**src/logic/admc_pkg.sv**
```systemverilog
// Purpose: shared constants and types for the audio converter mode-control bank
// Assumes: one clock, synchronous active-high reset
// Notes:   indices are the seven-bit register numbers carried in the command word
`default_nettype none
package admc_pkg;
  // register indices
  localparam logic [6:0] IDX_LEFT_ATTEN  = 7'h10;
  localparam logic [6:0] IDX_RIGHT_ATTEN = 7'h11;
  localparam logic [6:0] IDX_FMT_CTRL    = 7'h12;
  localparam logic [6:0] IDX_OUT_CTRL    = 7'h13;
  localparam logic [6:0] IDX_IF_CTRL     = 7'h14;
  localparam logic [6:0] IDX_ZERO_EN     = 7'h15;
  localparam logic [6:0] IDX_ZERO_FLAGS  = 7'h16;
  localparam logic [6:0] IDX_LAST        = 7'h7F;
  localparam logic [6:0] IDX_FIRST       = 7'h00;
  localparam logic [6:0] IDX_ONE         = 7'h01;
  // reset values
  localparam logic [7:0] RST_ATTEN       = 8'hFF;
  localparam logic [7:0] RST_FMT_CTRL    = 8'h50;
  localparam logic [7:0] RST_OUT_CTRL    = 8'h00;
  localparam logic [7:0] RST_IF_CTRL     = 8'h00;
  localparam logic [7:0] RST_ZERO_EN     = 8'h01;
  // writable-bit masks, reserved bits read zero
  localparam logic [7:0] MASK_OUT_CTRL   = 8'hF7;
  localparam logic [7:0] MASK_IF_CTRL    = 8'h7F;
  localparam logic [7:0] MASK_ZERO_EN    = 8'h07;
  localparam logic [7:0] BYTE_ZERO       = 8'h00;
  // command word layout
  localparam int CMD_DIR_BIT = 15;
  localparam int CMD_IDX_HI  = 14;
  localparam int CMD_IDX_LO  = 8;
  // field positions, format register
  localparam int B_LOAD_EN   = 7;
  localparam int B_FMT_HI    = 6;
  localparam int B_FMT_LO    = 4;
  localparam int B_DMF_HI    = 3;
  localparam int B_DMF_LO    = 2;
  localparam int B_DME       = 1;
  localparam int B_MUTE      = 0;
  // output control register
  localparam int B_REV       = 7;
  localparam int B_ATS_HI    = 6;
  localparam int B_ATS_LO    = 5;
  localparam int B_OPE       = 4;
  localparam int B_BYPASS_STEREO_SEL      = 2;
  localparam int B_FLT       = 1;
  localparam int B_ZERO_INPUT_AUTOMUTE      = 0;
  // interface mode register
  localparam int B_SOFT_SYSTEM_RESET      = 6;
  localparam int B_DSD       = 5;
  localparam int B_FILTER_BYPASS      = 4;
  localparam int B_SINGLE_CHANNEL_MODE      = 3;
  localparam int B_SINGLE_CHANNEL_MODE_SOURCE_SEL      = 2;
  localparam int B_OS_HI     = 1;
  localparam int B_OS_LO     = 0;
  // zero enable register
  localparam int B_DZ_HI     = 2;
  localparam int B_DZ_LO     = 1;
  localparam int B_PCM_ZERO_OUT_EN      = 0;
  // attenuator codes
  localparam logic [7:0] ATTEN_MUTE_MAX = 8'h0E;
  localparam logic [7:0] RAMP_FULL      = 8'hFF;
  localparam logic [7:0] STEP_ONE       = 8'h01;
  localparam logic [2:0] DIV_ZERO       = 3'h0;
  localparam logic [2:0] DIV_ONE        = 3'h1;

  typedef struct packed {
    logic        valid;
    logic [15:0] word;
  } admc_cmd_t;

  typedef struct packed {
    logic [2:0] audioFormatSel;
    logic [1:0] deemphRateSel;
    logic       deemphEnable;
    logic [1:0] firPerfSel;
    logic       phaseInvert;
    logic [1:0] attenSpeedSel;
    logic       converterDisable;
    logic       bypassStereoSel;
    logic       rolloffSel;
    logic       zeroInputAutomute;
    logic       bitstreamMode;
    logic       filterBypass;
    logic       singleChannelMode;
    logic       monoSourceSel;
    logic [1:0] oversampleRateSel;
    logic [1:0] firRateSel;
    logic       pcmZeroOutEn;
    logic [1:0] bitstreamZeroOutEn;
  } admc_cfg_t;
endpackage : admc_pkg
`default_nettype wire

```
**src/logic/admc_mode_regs.sv**
```systemverilog
// Purpose: mode-control register bank with attenuator ramps and soft mute
// Assumes: a serial front end hands over whole 16-bit words and byte read requests
// Notes:   all inputs are synchronous to mclk
// Functional notes
// - settings change only through the serial port
// - word bit 15 set reads, clear writes
// - register 22 ignores every write
// - two 8-bit attenuation levels, default 0 dB
// - format field selects six inputs, default I2S24
// - de-emphasis rate field plus enable, both off
// - bitstream mode reroutes rate field to FIR
// - soft mute bit, off, PCM only
// - phase invert bit, normal, all modes
// - attenuation step rate fs divided 1..8
// - converter disable bit, enabled at reset
// - bypass stereo select, monaural at reset
// - rolloff select, sharp at reset
// - zero-input automute, off, PCM and bypass
// - system reset bit starts reset operation
// - bitstream interface mode bit, off
// - filter bypass bit, internal filter default
// - single_channel_mode mode and source select bits
// - oversampling field, 64x default
// - bitstream mode reroutes oversampling to FIR
// - PCM and bitstream zero-output enables
// - attenuation loads only while load bit set
// - codes 0..14 mute, 255 no attenuation
// - read index auto-increments, wraps 7F to 0
// - soft mute ramps 255 steps at speed
`default_nettype none
module admc_mode_regs
  import admc_pkg::*;
(
  input  wire logic       mclk,
  input  wire logic       reset,
  input  wire admc_cmd_t  cmdIn,
  input  wire logic       readReq,
  input  wire logic       sampleTick,
  input  wire logic       leftZeroIn,
  input  wire logic       rightZeroIn,
  output var  logic [7:0] readData,
  output var  logic       readValid,
  output var  admc_cfg_t  cfg,
  output var  logic [7:0] leftAttenLevel,
  output var  logic [7:0] rightAttenLevel,
  output var  logic       leftAttenMute,
  output var  logic       rightAttenMute,
  output var  logic [7:0] softMuteStep,
  output var  logic       softMuteActive,
  output var  logic       systemResetPulse
);

  logic [7:0] leftAtten;
  logic [7:0] rightAtten;
  logic [7:0] fmtCtrl;
  logic [7:0] outCtrl;
  logic [7:0] ifCtrl;
  logic [7:0] zeroEn;
  logic [7:0] zeroFlags;
  logic [6:0] regIndex;
  logic [2:0] divCount;
  logic       stepTick;
  logic       cmdWrite;
  logic       cmdRead;
  logic [6:0] cmdIndex;
  logic [7:0] cmdData;
  logic [7:0] indexedByte;
  logic [2:0] divMask;
  logic       pcmMode;
  logic [7:0] leftTarget;
  logic [7:0] rightTarget;

  // command word decode; direction bit picks read or write
  assign cmdIndex = cmdIn.word[CMD_IDX_HI:CMD_IDX_LO];
  assign cmdData  = cmdIn.word[7:0];
  assign cmdWrite = cmdIn.valid & ~cmdIn.word[CMD_DIR_BIT];
  assign cmdRead  = cmdIn.valid &  cmdIn.word[CMD_DIR_BIT];

  // attenuation levels, plain storage; loading into the ramp is gated elsewhere
  always_ff @(posedge mclk)
  begin
    if (reset)
    begin
      leftAtten  <= RST_ATTEN;
      rightAtten <= RST_ATTEN;
    end
    else if (cmdWrite)
    begin
      if (cmdIndex == IDX_LEFT_ATTEN)
        leftAtten <= cmdData;
      if (cmdIndex == IDX_RIGHT_ATTEN)
        rightAtten <= cmdData;
    end
  end

  // format, de-emphasis, mute and load control; format codes 6 and 7 stored as written
  always_ff @(posedge mclk)
  begin
    if (reset)
      fmtCtrl <= RST_FMT_CTRL;
    else if (cmdWrite && cmdIndex == IDX_FMT_CTRL)
      fmtCtrl <= cmdData;
  end

  // output and filter control; bit 3 reserved
  always_ff @(posedge mclk)
  begin
    if (reset)
      outCtrl <= RST_OUT_CTRL;
    else if (cmdWrite && cmdIndex == IDX_OUT_CTRL)
      outCtrl <= cmdData & MASK_OUT_CTRL;
  end

  // interface mode control; bit 7 reserved
  always_ff @(posedge mclk)
  begin
    if (reset)
      ifCtrl <= RST_IF_CTRL;
    else if (cmdWrite && cmdIndex == IDX_IF_CTRL)
      ifCtrl <= cmdData & MASK_IF_CTRL;
  end

  // zero output enables; upper five bits reserved
  always_ff @(posedge mclk)
  begin
    if (reset)
      zeroEn <= RST_ZERO_EN;
    else if (cmdWrite && cmdIndex == IDX_ZERO_EN)
      zeroEn <= cmdData & MASK_ZERO_EN;
  end

  // zero flags follow the detectors only; writes have no path here
  always_ff @(posedge mclk)
  begin
    if (reset)
      zeroFlags <= BYTE_ZERO;
    else
      zeroFlags <= {6'h00, rightZeroIn, leftZeroIn};
  end

  // read index: a read word points it, each byte read advances it
  // a write word leaves it on the written register, so the next read returns that one
  always_ff @(posedge mclk)
  begin
    if (reset)
      regIndex <= IDX_FIRST;
    else if (cmdIn.valid)
      regIndex <= cmdIndex;
    else if (readReq)
      regIndex <= (regIndex == IDX_LAST) ? IDX_FIRST : regIndex + IDX_ONE;
  end

  // read mux; unpopulated indices return zero
  always_comb
  begin
    unique case (regIndex)
      IDX_LEFT_ATTEN:  indexedByte = leftAtten;
      IDX_RIGHT_ATTEN: indexedByte = rightAtten;
      IDX_FMT_CTRL:    indexedByte = fmtCtrl;
      IDX_OUT_CTRL:    indexedByte = outCtrl;
      IDX_IF_CTRL:     indexedByte = ifCtrl;
      IDX_ZERO_EN:     indexedByte = zeroEn;
      IDX_ZERO_FLAGS:  indexedByte = zeroFlags;
      default:         indexedByte = BYTE_ZERO;
    endcase
  end

  // read answer one cycle after the request
  always_ff @(posedge mclk)
  begin
    if (reset)
    begin
      readData  <= BYTE_ZERO;
      readValid <= 1'b0;
    end
    else
    begin
      readValid <= readReq | cmdRead;
      if (readReq | cmdRead)
        readData <= (cmdRead) ? BYTE_ZERO : indexedByte;
    end
  end

  // decoded settings; bitstream mode moves two fields onto the FIR selectors
  always_ff @(posedge mclk)
  begin
    if (reset)
      cfg <= '0;
    else
    begin
      cfg.audioFormatSel     <= fmtCtrl[B_FMT_HI:B_FMT_LO];
      cfg.deemphRateSel      <= ifCtrl[B_DSD] ? 2'b00 : fmtCtrl[B_DMF_HI:B_DMF_LO];
      cfg.firPerfSel         <= ifCtrl[B_DSD] ? fmtCtrl[B_DMF_HI:B_DMF_LO] : 2'b00;
      cfg.deemphEnable       <= fmtCtrl[B_DME];
      cfg.phaseInvert        <= outCtrl[B_REV];
      cfg.attenSpeedSel      <= outCtrl[B_ATS_HI:B_ATS_LO];
      cfg.converterDisable   <= outCtrl[B_OPE];
      cfg.bypassStereoSel    <= outCtrl[B_BYPASS_STEREO_SEL] & ifCtrl[B_FILTER_BYPASS];
      cfg.rolloffSel         <= outCtrl[B_FLT];
      cfg.zeroInputAutomute  <= outCtrl[B_ZERO_INPUT_AUTOMUTE] & ~ifCtrl[B_DSD];
      cfg.bitstreamMode      <= ifCtrl[B_DSD];
      cfg.filterBypass       <= ifCtrl[B_FILTER_BYPASS];
      cfg.singleChannelMode  <= ifCtrl[B_SINGLE_CHANNEL_MODE];
      cfg.monoSourceSel      <= ifCtrl[B_SINGLE_CHANNEL_MODE_SOURCE_SEL];
      cfg.oversampleRateSel  <= ifCtrl[B_DSD] ? 2'b00 : ifCtrl[B_OS_HI:B_OS_LO];
      cfg.firRateSel         <= ifCtrl[B_DSD] ? ifCtrl[B_OS_HI:B_OS_LO] : 2'b00;
      cfg.pcmZeroOutEn       <= zeroEn[B_PCM_ZERO_OUT_EN];
      cfg.bitstreamZeroOutEn <= zeroEn[B_DZ_HI:B_DZ_LO];
    end
  end

  // one pulse per write of the reset bit, so a held bit does not keep resetting
  always_ff @(posedge mclk)
  begin
    if (reset)
      systemResetPulse <= 1'b0;
    else
      systemResetPulse <= cmdWrite && cmdIndex == IDX_IF_CTRL && cmdData[B_SOFT_SYSTEM_RESET];
  end

  // step divider: one step every 1, 2, 4 or 8 sample ticks
  assign divMask  = 3'((4'h1 << outCtrl[B_ATS_HI:B_ATS_LO]) - 4'h1);
  assign stepTick = sampleTick && ((divCount & divMask) == DIV_ZERO);
  assign pcmMode  = ~ifCtrl[B_DSD] & ~ifCtrl[B_FILTER_BYPASS];

  always_ff @(posedge mclk)
  begin
    if (reset)
      divCount <= DIV_ZERO;
    else if (sampleTick)
      divCount <= divCount + DIV_ONE;
  end

  // targets are captured only while loading is allowed, else the old level stays
  always_ff @(posedge mclk)
  begin
    if (reset)
    begin
      leftTarget  <= RST_ATTEN;
      rightTarget <= RST_ATTEN;
    end
    else if (fmtCtrl[B_LOAD_EN])
    begin
      leftTarget  <= leftAtten;
      rightTarget <= rightAtten;
    end
  end

  // applied levels walk one code per step toward the target to avoid zipper noise
  always_ff @(posedge mclk)
  begin
    if (reset)
    begin
      leftAttenLevel  <= RST_ATTEN;
      rightAttenLevel <= RST_ATTEN;
    end
    else if (stepTick)
    begin
      if (leftAttenLevel < leftTarget)
        leftAttenLevel <= leftAttenLevel + STEP_ONE;
      else if (leftAttenLevel > leftTarget)
        leftAttenLevel <= leftAttenLevel - STEP_ONE;
      if (rightAttenLevel < rightTarget)
        rightAttenLevel <= rightAttenLevel + STEP_ONE;
      else if (rightAttenLevel > rightTarget)
        rightAttenLevel <= rightAttenLevel - STEP_ONE;
    end
  end

  // low codes are full mute; registered from the applied level
  always_ff @(posedge mclk)
  begin
    if (reset)
    begin
      leftAttenMute  <= 1'b0;
      rightAttenMute <= 1'b0;
    end
    else
    begin
      leftAttenMute  <= leftAttenLevel <= ATTEN_MUTE_MAX;
      rightAttenMute <= rightAttenLevel <= ATTEN_MUTE_MAX;
    end
  end

  // soft mute ramp; in other modes it unwinds so leaving PCM never sticks muted
  always_ff @(posedge mclk)
  begin
    if (reset)
      softMuteStep <= BYTE_ZERO;
    else if (stepTick)
    begin
      if (fmtCtrl[B_MUTE] && pcmMode && softMuteStep != RAMP_FULL)
        softMuteStep <= softMuteStep + STEP_ONE;
      else if (!(fmtCtrl[B_MUTE] && pcmMode) && softMuteStep != BYTE_ZERO)
        softMuteStep <= softMuteStep - STEP_ONE;
    end
  end

  always_ff @(posedge mclk)
  begin
    if (reset)
      softMuteActive <= 1'b0;
    else
      softMuteActive <= fmtCtrl[B_MUTE] & pcmMode;
  end
endmodule : admc_mode_regs
`default_nettype wire

```
**config.mk**
```make
export PLATFORM = sky130hd
export DESIGN_NAME = admc_mode_regs
export DESIGN_NICKNAME = d
export VERILOG_FILES = /design/src/logic/admc_pkg.sv /design/src/logic/admc_mode_regs.sv
export SDC_FILE = /design/constraint.sdc
export NUM_CORES = 1
export LEC_CHECK = 0
export BUFFER_PORTS_ARGS = -buffer_cell sky130_fd_sc_hd__buf_4
export CAP_MARGIN = 25
export CORE_AREA = 2 2 110 112
export CTS_BUF_LIST = sky130_fd_sc_hd__clkbuf_8
export CTS_CLUSTER_SIZE = 30
export DETAILED_ROUTE_END_ITERATION = 6
export DIE_AREA = 0 0 112 114
export GPL_TIMING_DRIVEN = 0
export PLACE_DENSITY = 0.87
export SLEW_MARGIN = 20
export SYNTH_ARGS = -nofsm -noshare
export SYNTH_HDL_FRONTEND = slang
export SYNTH_SLANG_ARGS = --single-unit
```
**constraint.sdc**
```tcl
create_clock -name mclk -period 3 [get_ports mclk]
set_clock_uncertainty 0.1 [all_clocks]
set_input_delay 0.3 -clock mclk [delete_from_list [all_inputs] [get_ports mclk]]
set_output_delay 0.3 -clock mclk [all_outputs]
set_load 0.03 [all_outputs]
```
# After elaboration in Yosys (flattened, before gate mapping)
# Cells that the tools add are included.
# totals
register_bits	138
output_inout_bits	63
# classes
add_sub_neg	9
n_lt_le_gt_ge	6
n_eq_ne	15
shifts	1
n_mux	11
bitwise	11
reduce_logical	23
# op_table
cell	count
7-bit by 5-bit equality test with 1-bit output, second input constant	13
8-bit 2-to-1 mux	7
8-bit case mux with 7 select lines	1
8-bit by 1-bit adder with 8-bit output, second input constant	3
8-bit by 1-bit subtractor with 8-bit output, second input constant	3
7-bit 2-to-1 mux	3
8-bit greater-than comparator	2
8-bit by 4-bit <= comparator with 1-bit output, second input constant	2
8-bit < comparator	2
2-bit AND reduction	5
1-bit logical AND	9
8-bit inequality test, second input constant	1
2-bit nonzero test	4
8-bit nonzero test	1
7-bit by 1-bit adder with 7-bit output, second input constant	1
7-bit equality test, second input constant	1
1-bit bitwise AND	6
2-bit OR reduction	2
3-bit by 1-bit adder with 3-bit output, second input constant	1
3-bit bitwise AND	1
3-bit zero test	1
1-bit NOT	3
1-bit by 2-bit left shift with 3-bit output, first input constant	1
3-bit by 1-bit subtractor with 3-bit output, second input constant	1
2 further kinds	2

# Longest topological paths before layout
# logic_depth
ltp_word	7
ltp_mapped	14
depth_no_buf	14

# Worst setup path before layout
# No wires, ideal clock.
# synth_path
path_type	reg2reg
start	reg rightAttenLevel[0]
end	reg rightAttenLevel[7]
setup_ns	0.074
t_arrival_ns	3.278
slack_ns	-0.452
path_stages_with_launch	15
path_buffers	0
cell_sequence	dfxtp_1 > inv_1 > ha_1 > inv_1 > a21oi_1 > o21a_1 > o21ai_0 > ha_1 > a21oi_1 > nor2_1 > a311oi_1 > a21oi_1 > xor2_1 > and3_1 > o21ai_0
# synth_between
elab_chain_cells	3
word_cells_on_any_way	8
cone_classes	add/sub: 2; order compare: 2; mux: 2; reduce/logical: 2
# synth_lines
item	line_no	text
start: declaration	admc_mode_regs.sv:45	output var logic [7:0] rightAttenLevel,
start signal: assignment	admc_mode_regs.sv:264	rightAttenLevel <= rightAttenLevel + STEP_ONE;
start signal: assignment	admc_mode_regs.sv:266	rightAttenLevel <= rightAttenLevel - STEP_ONE;
8-bit by 1-bit subtractor with 8-bit output (tied with other cells)	admc_mode_regs.sv:266	
8-bit 2-to-1 mux / 2-bit nonzero test (equally long branches)	--	
8-bit 2-to-1 mux / 2-bit AND reduction (equally long branches)	--	
# Several ways; a longest one is shown, not always the timed one. The select of a mux whose other input is x is not followed.
# A chain may end at the register's enable or synchronous reset.

# Worst setup path in the final report
# layout_path
start	reg rightAttenLevel[5]
end	reg rightAttenLevel[7]
# Same word-level chain as after synthesis.

==> out/metrics.yaml <==
place_area_um2: 6900
worstSetupStartpoint: "rightAttenLevel[5]"
violations: "DRC"
grt_pass1_vias: 4889
clockBufferDepth: 2
clockRootBuffer: "clkbuf_8"
nFillCells: 918
power.switching_mw: 2.48
async_flop_share_pct: 0
cp_max_fo: 6
clkLatencyLatePin_ps: 460
cts_tree: "done"
nets: 830
start_util_pct: 52.0
endpoint: "rightAttenLevel[7]"
start_kind: "flop"
hold_viol_final: 0
h-tree-depth: 4
synth_warnings: 0
globalRoute.totalOverflow: 0
crit_chain: "ha_4, a21oi_2, nor2_1, a211oi_2, o21ai_4, ha_4, a21oi_2, nor2b_2, a311oi_2, a21oi_1, xor2_1, and3_1, o21ai_1"
diodes: 0
grt_pass1_wl_mm: 23.9
regToRegStartpoint: "rightAttenLevel[5]"
cp_slowest_cell: "dfxtp_4"
coreArea_um2: 11700
port_buffers: 82
synth.net_count: 710
multi_input_area_um2: 3390
fin_crit_ps: 2940
yosysTopAreaCell: "dfxtp_1"
vias_per_cell: 5.60
worstSetupPathType: "flop to flop"
cts_num_sinks: 132
clockPowerShare_pct: 22.1
drt_iter0_drc: 460
post-route-period-util_pct: 97.9
crit_required_ps: 3220
synth_top_area_share_pct: 43.4
synthDistinctLibCells: 57
grtUsageTotal_pct: 23.5
max-vdd-ir-drop_uv: 574
crit_arrival_ps: 3160
dp.cells: 874
pwr_density_cell_nw_per_um2: 849
seq_area_um2: 2670
die_area_um2: 12800
finalMaxSlewViolations: 0
slew_headroom_pct: 42.2
drc: 1
grt_max_degree: 17
crit_cells: 13
netlist_area_um2: 6090
rows: 40
max_cap_violations: 0
drive_gt1_share_pct: 22.9
die_x_um: 112
wl_per_cell_um: 16.7
ant_nets: 0
endpoint_kind: "flop"
yosysMostFrequentCell: "dfxtp_1"
rrSetupSlack_ps: 60
p_leak_nw: 3.40
final_area_um2: 7620
power.internal_mw: 3.99
max_freq_mhz: 341
syn_to_final_growth_pct: 25.1
r2r-end: "rightAttenLevel[7]"
comb_power_share_pct: 45.6
synth_common_cells: "dfxtp_1, nand2_1, nor2_1"
slowest_delay_ps: 370
ys_seq_area_share_pct: 43.4
clk_pin_slew_ps: 80
numCtsBuffers: 17
synth_flop_cell: "dfxtp_1"
pin_count: 86
ys_ff_latch: 132
hpwlAfterDp_mm: 10.4
gp_congestion: 0.907
max_slew.worst_pin.slew_ps: 860
syn_avg_cell_area_um2: 9.45
rsz0062_at_grt: "true"
dieHeight_um: 114
vias: 5183
antenna_found_initial: 0
outcome: "finished, violations left"
hold_class: "input pin to flop"
detail_route.first_pass.iterations: 7
reg2regPathDepth: 13
crit_family: "compound AO/OA/AOI/OAI gates"
path_buf_inv: 0
ys_top_cells_by_area: "dfxtp_1, mux2i_1, ha_1, nand2_1, nor2_1"
swShare_pct: 38.3
synth_edf_count: 0
seqPwrFrac_pct: 32.3
syn_inst: 645
drt-total-wl_mm: 15.4
final_cells: 925
finalSetupViolations: 0
per-stage QoR:
stage / TNS, ps / utilization [%] / power (mW) / hold slack [ps] / worst slack [ps]
2_1_floorplan: 0 / - / 4.03 / 301 / 1.25
3_3_place_gp: -143 / 58.9 / 4.49 / 365 / -104
3_5_place_dp: -214 / 58.9 / 4.57 / 368 / -125
4_1_cts: 0 / 62.9 / 6.04 / 4.72 / 3.94
5_1_grt: -135 / 65.1 / 6.87 / 7.81 / -75.8
6_report: 0 / 65.1 / 6.47 / 14.0 / 64.0
tightest hold or removal path, stage by stage:
cell	delay [ps]
buf_4	90
a21oi_1	60
nor2_1	70
timing repair:
item,in CTS,in global routing
setup endpoints to repair,3,6
setup buffers,1,12
pin swaps,0,11
hold buffers,6,0
gates resized for setup,6,33
endpoints found under the hold margin,8,0
how the worst min path moves through the flow:
stage	from	end	slack (ps)	cells after the start
6_report	cmdIn[14]	regIndex[6]	10	3
5_1_grt	cmdIn[6]	rightAtten[6]	8	3
4_1_cts	cmdIn[12]	regIndex[4]	5	3
3_5_place_dp	readData[5]	readData[5]	370	1
3_3_place_gp	readData[5]	readData[5]	360	1
2_1_floorplan	reset	cfg[10]	300	1
power by group through the flow:
stage / clock, mW / sequential, mW / combinational (mW)
after floorplan: 0 / 2.26 / 1.76
after global placement: 0 / 2.10 / 2.38
after detailed placement: 0 / 2.10 / 2.47
after CTS: 1.43 / 2.07 / 2.54
after global routing: 1.52 / 2.12 / 3.24
final: 1.43 / 2.09 / 2.95
cell families after synthesis:
group | count (synthesis) | synth area share [%]
fa+ha+maj | 42 | 8.99
flops | 132 | 43.4
simple gates | 211 | 16.9
mux | 63 | 10.4
buf+inv | 58 | 3.82
compound gates | 114 | 13.0
xor+xnor | 25 | 3.59
per-layer routing:
layer  up-vias  part of all wire, %  routed length, µm  GRT usage, %
met4         0                  1.8                275          7.72
met3        35                  7.9               1220          7.17
met1      2443                   41               6310          29.5
li1       2509                    -                  -             -
met2       196                   49               7630          38.9
met5         -                    0                  0             0
placed cells by master, fill, tap and decap left out, types with 8 or more instances in the layout:
master    count
dfxtp_1     120
buf_4        96
nor2b_1      21
nor2_1       66
and2_1       11
dfxtp_2       9
nand2_1      67
a21oi_1      29
xnor2_1      18
ha_1         30
ha_4          9
mux2i_1      62
inv_1        27
clkbuf_1     23
nand4_1       8
clkbuf_8     18
o21ai_0      10
o211ai_1     14
flip-flops by register name (all words and copies together) (netlist names), 8 cells and up:
register and count:
leftTarget 8, readData 8, cfg 26, leftAttenLevel 8
rightTarget 8, leftAtten 8, rightAttenLevel 8, rightAtten 8
fmtCtrl 8, softMuteStep 8
area by class of cell:
| type | instances | share of cell area [%] |
|---|---|---|
| clock inverters | 14 | 1.67 |
| inverters | 28 | 1.38 |
| repair buffers | 101 | 10.1 |
| multi-input cells | 455 | 44.5 |
| clock buffers | 18 | 3.25 |
| well taps | 147 | 2.41 |
| flip-flops and latches | 132 | 35.0 |
| plain buffers | 30 | 1.67 |
Power figures use the tool's default switching activity.
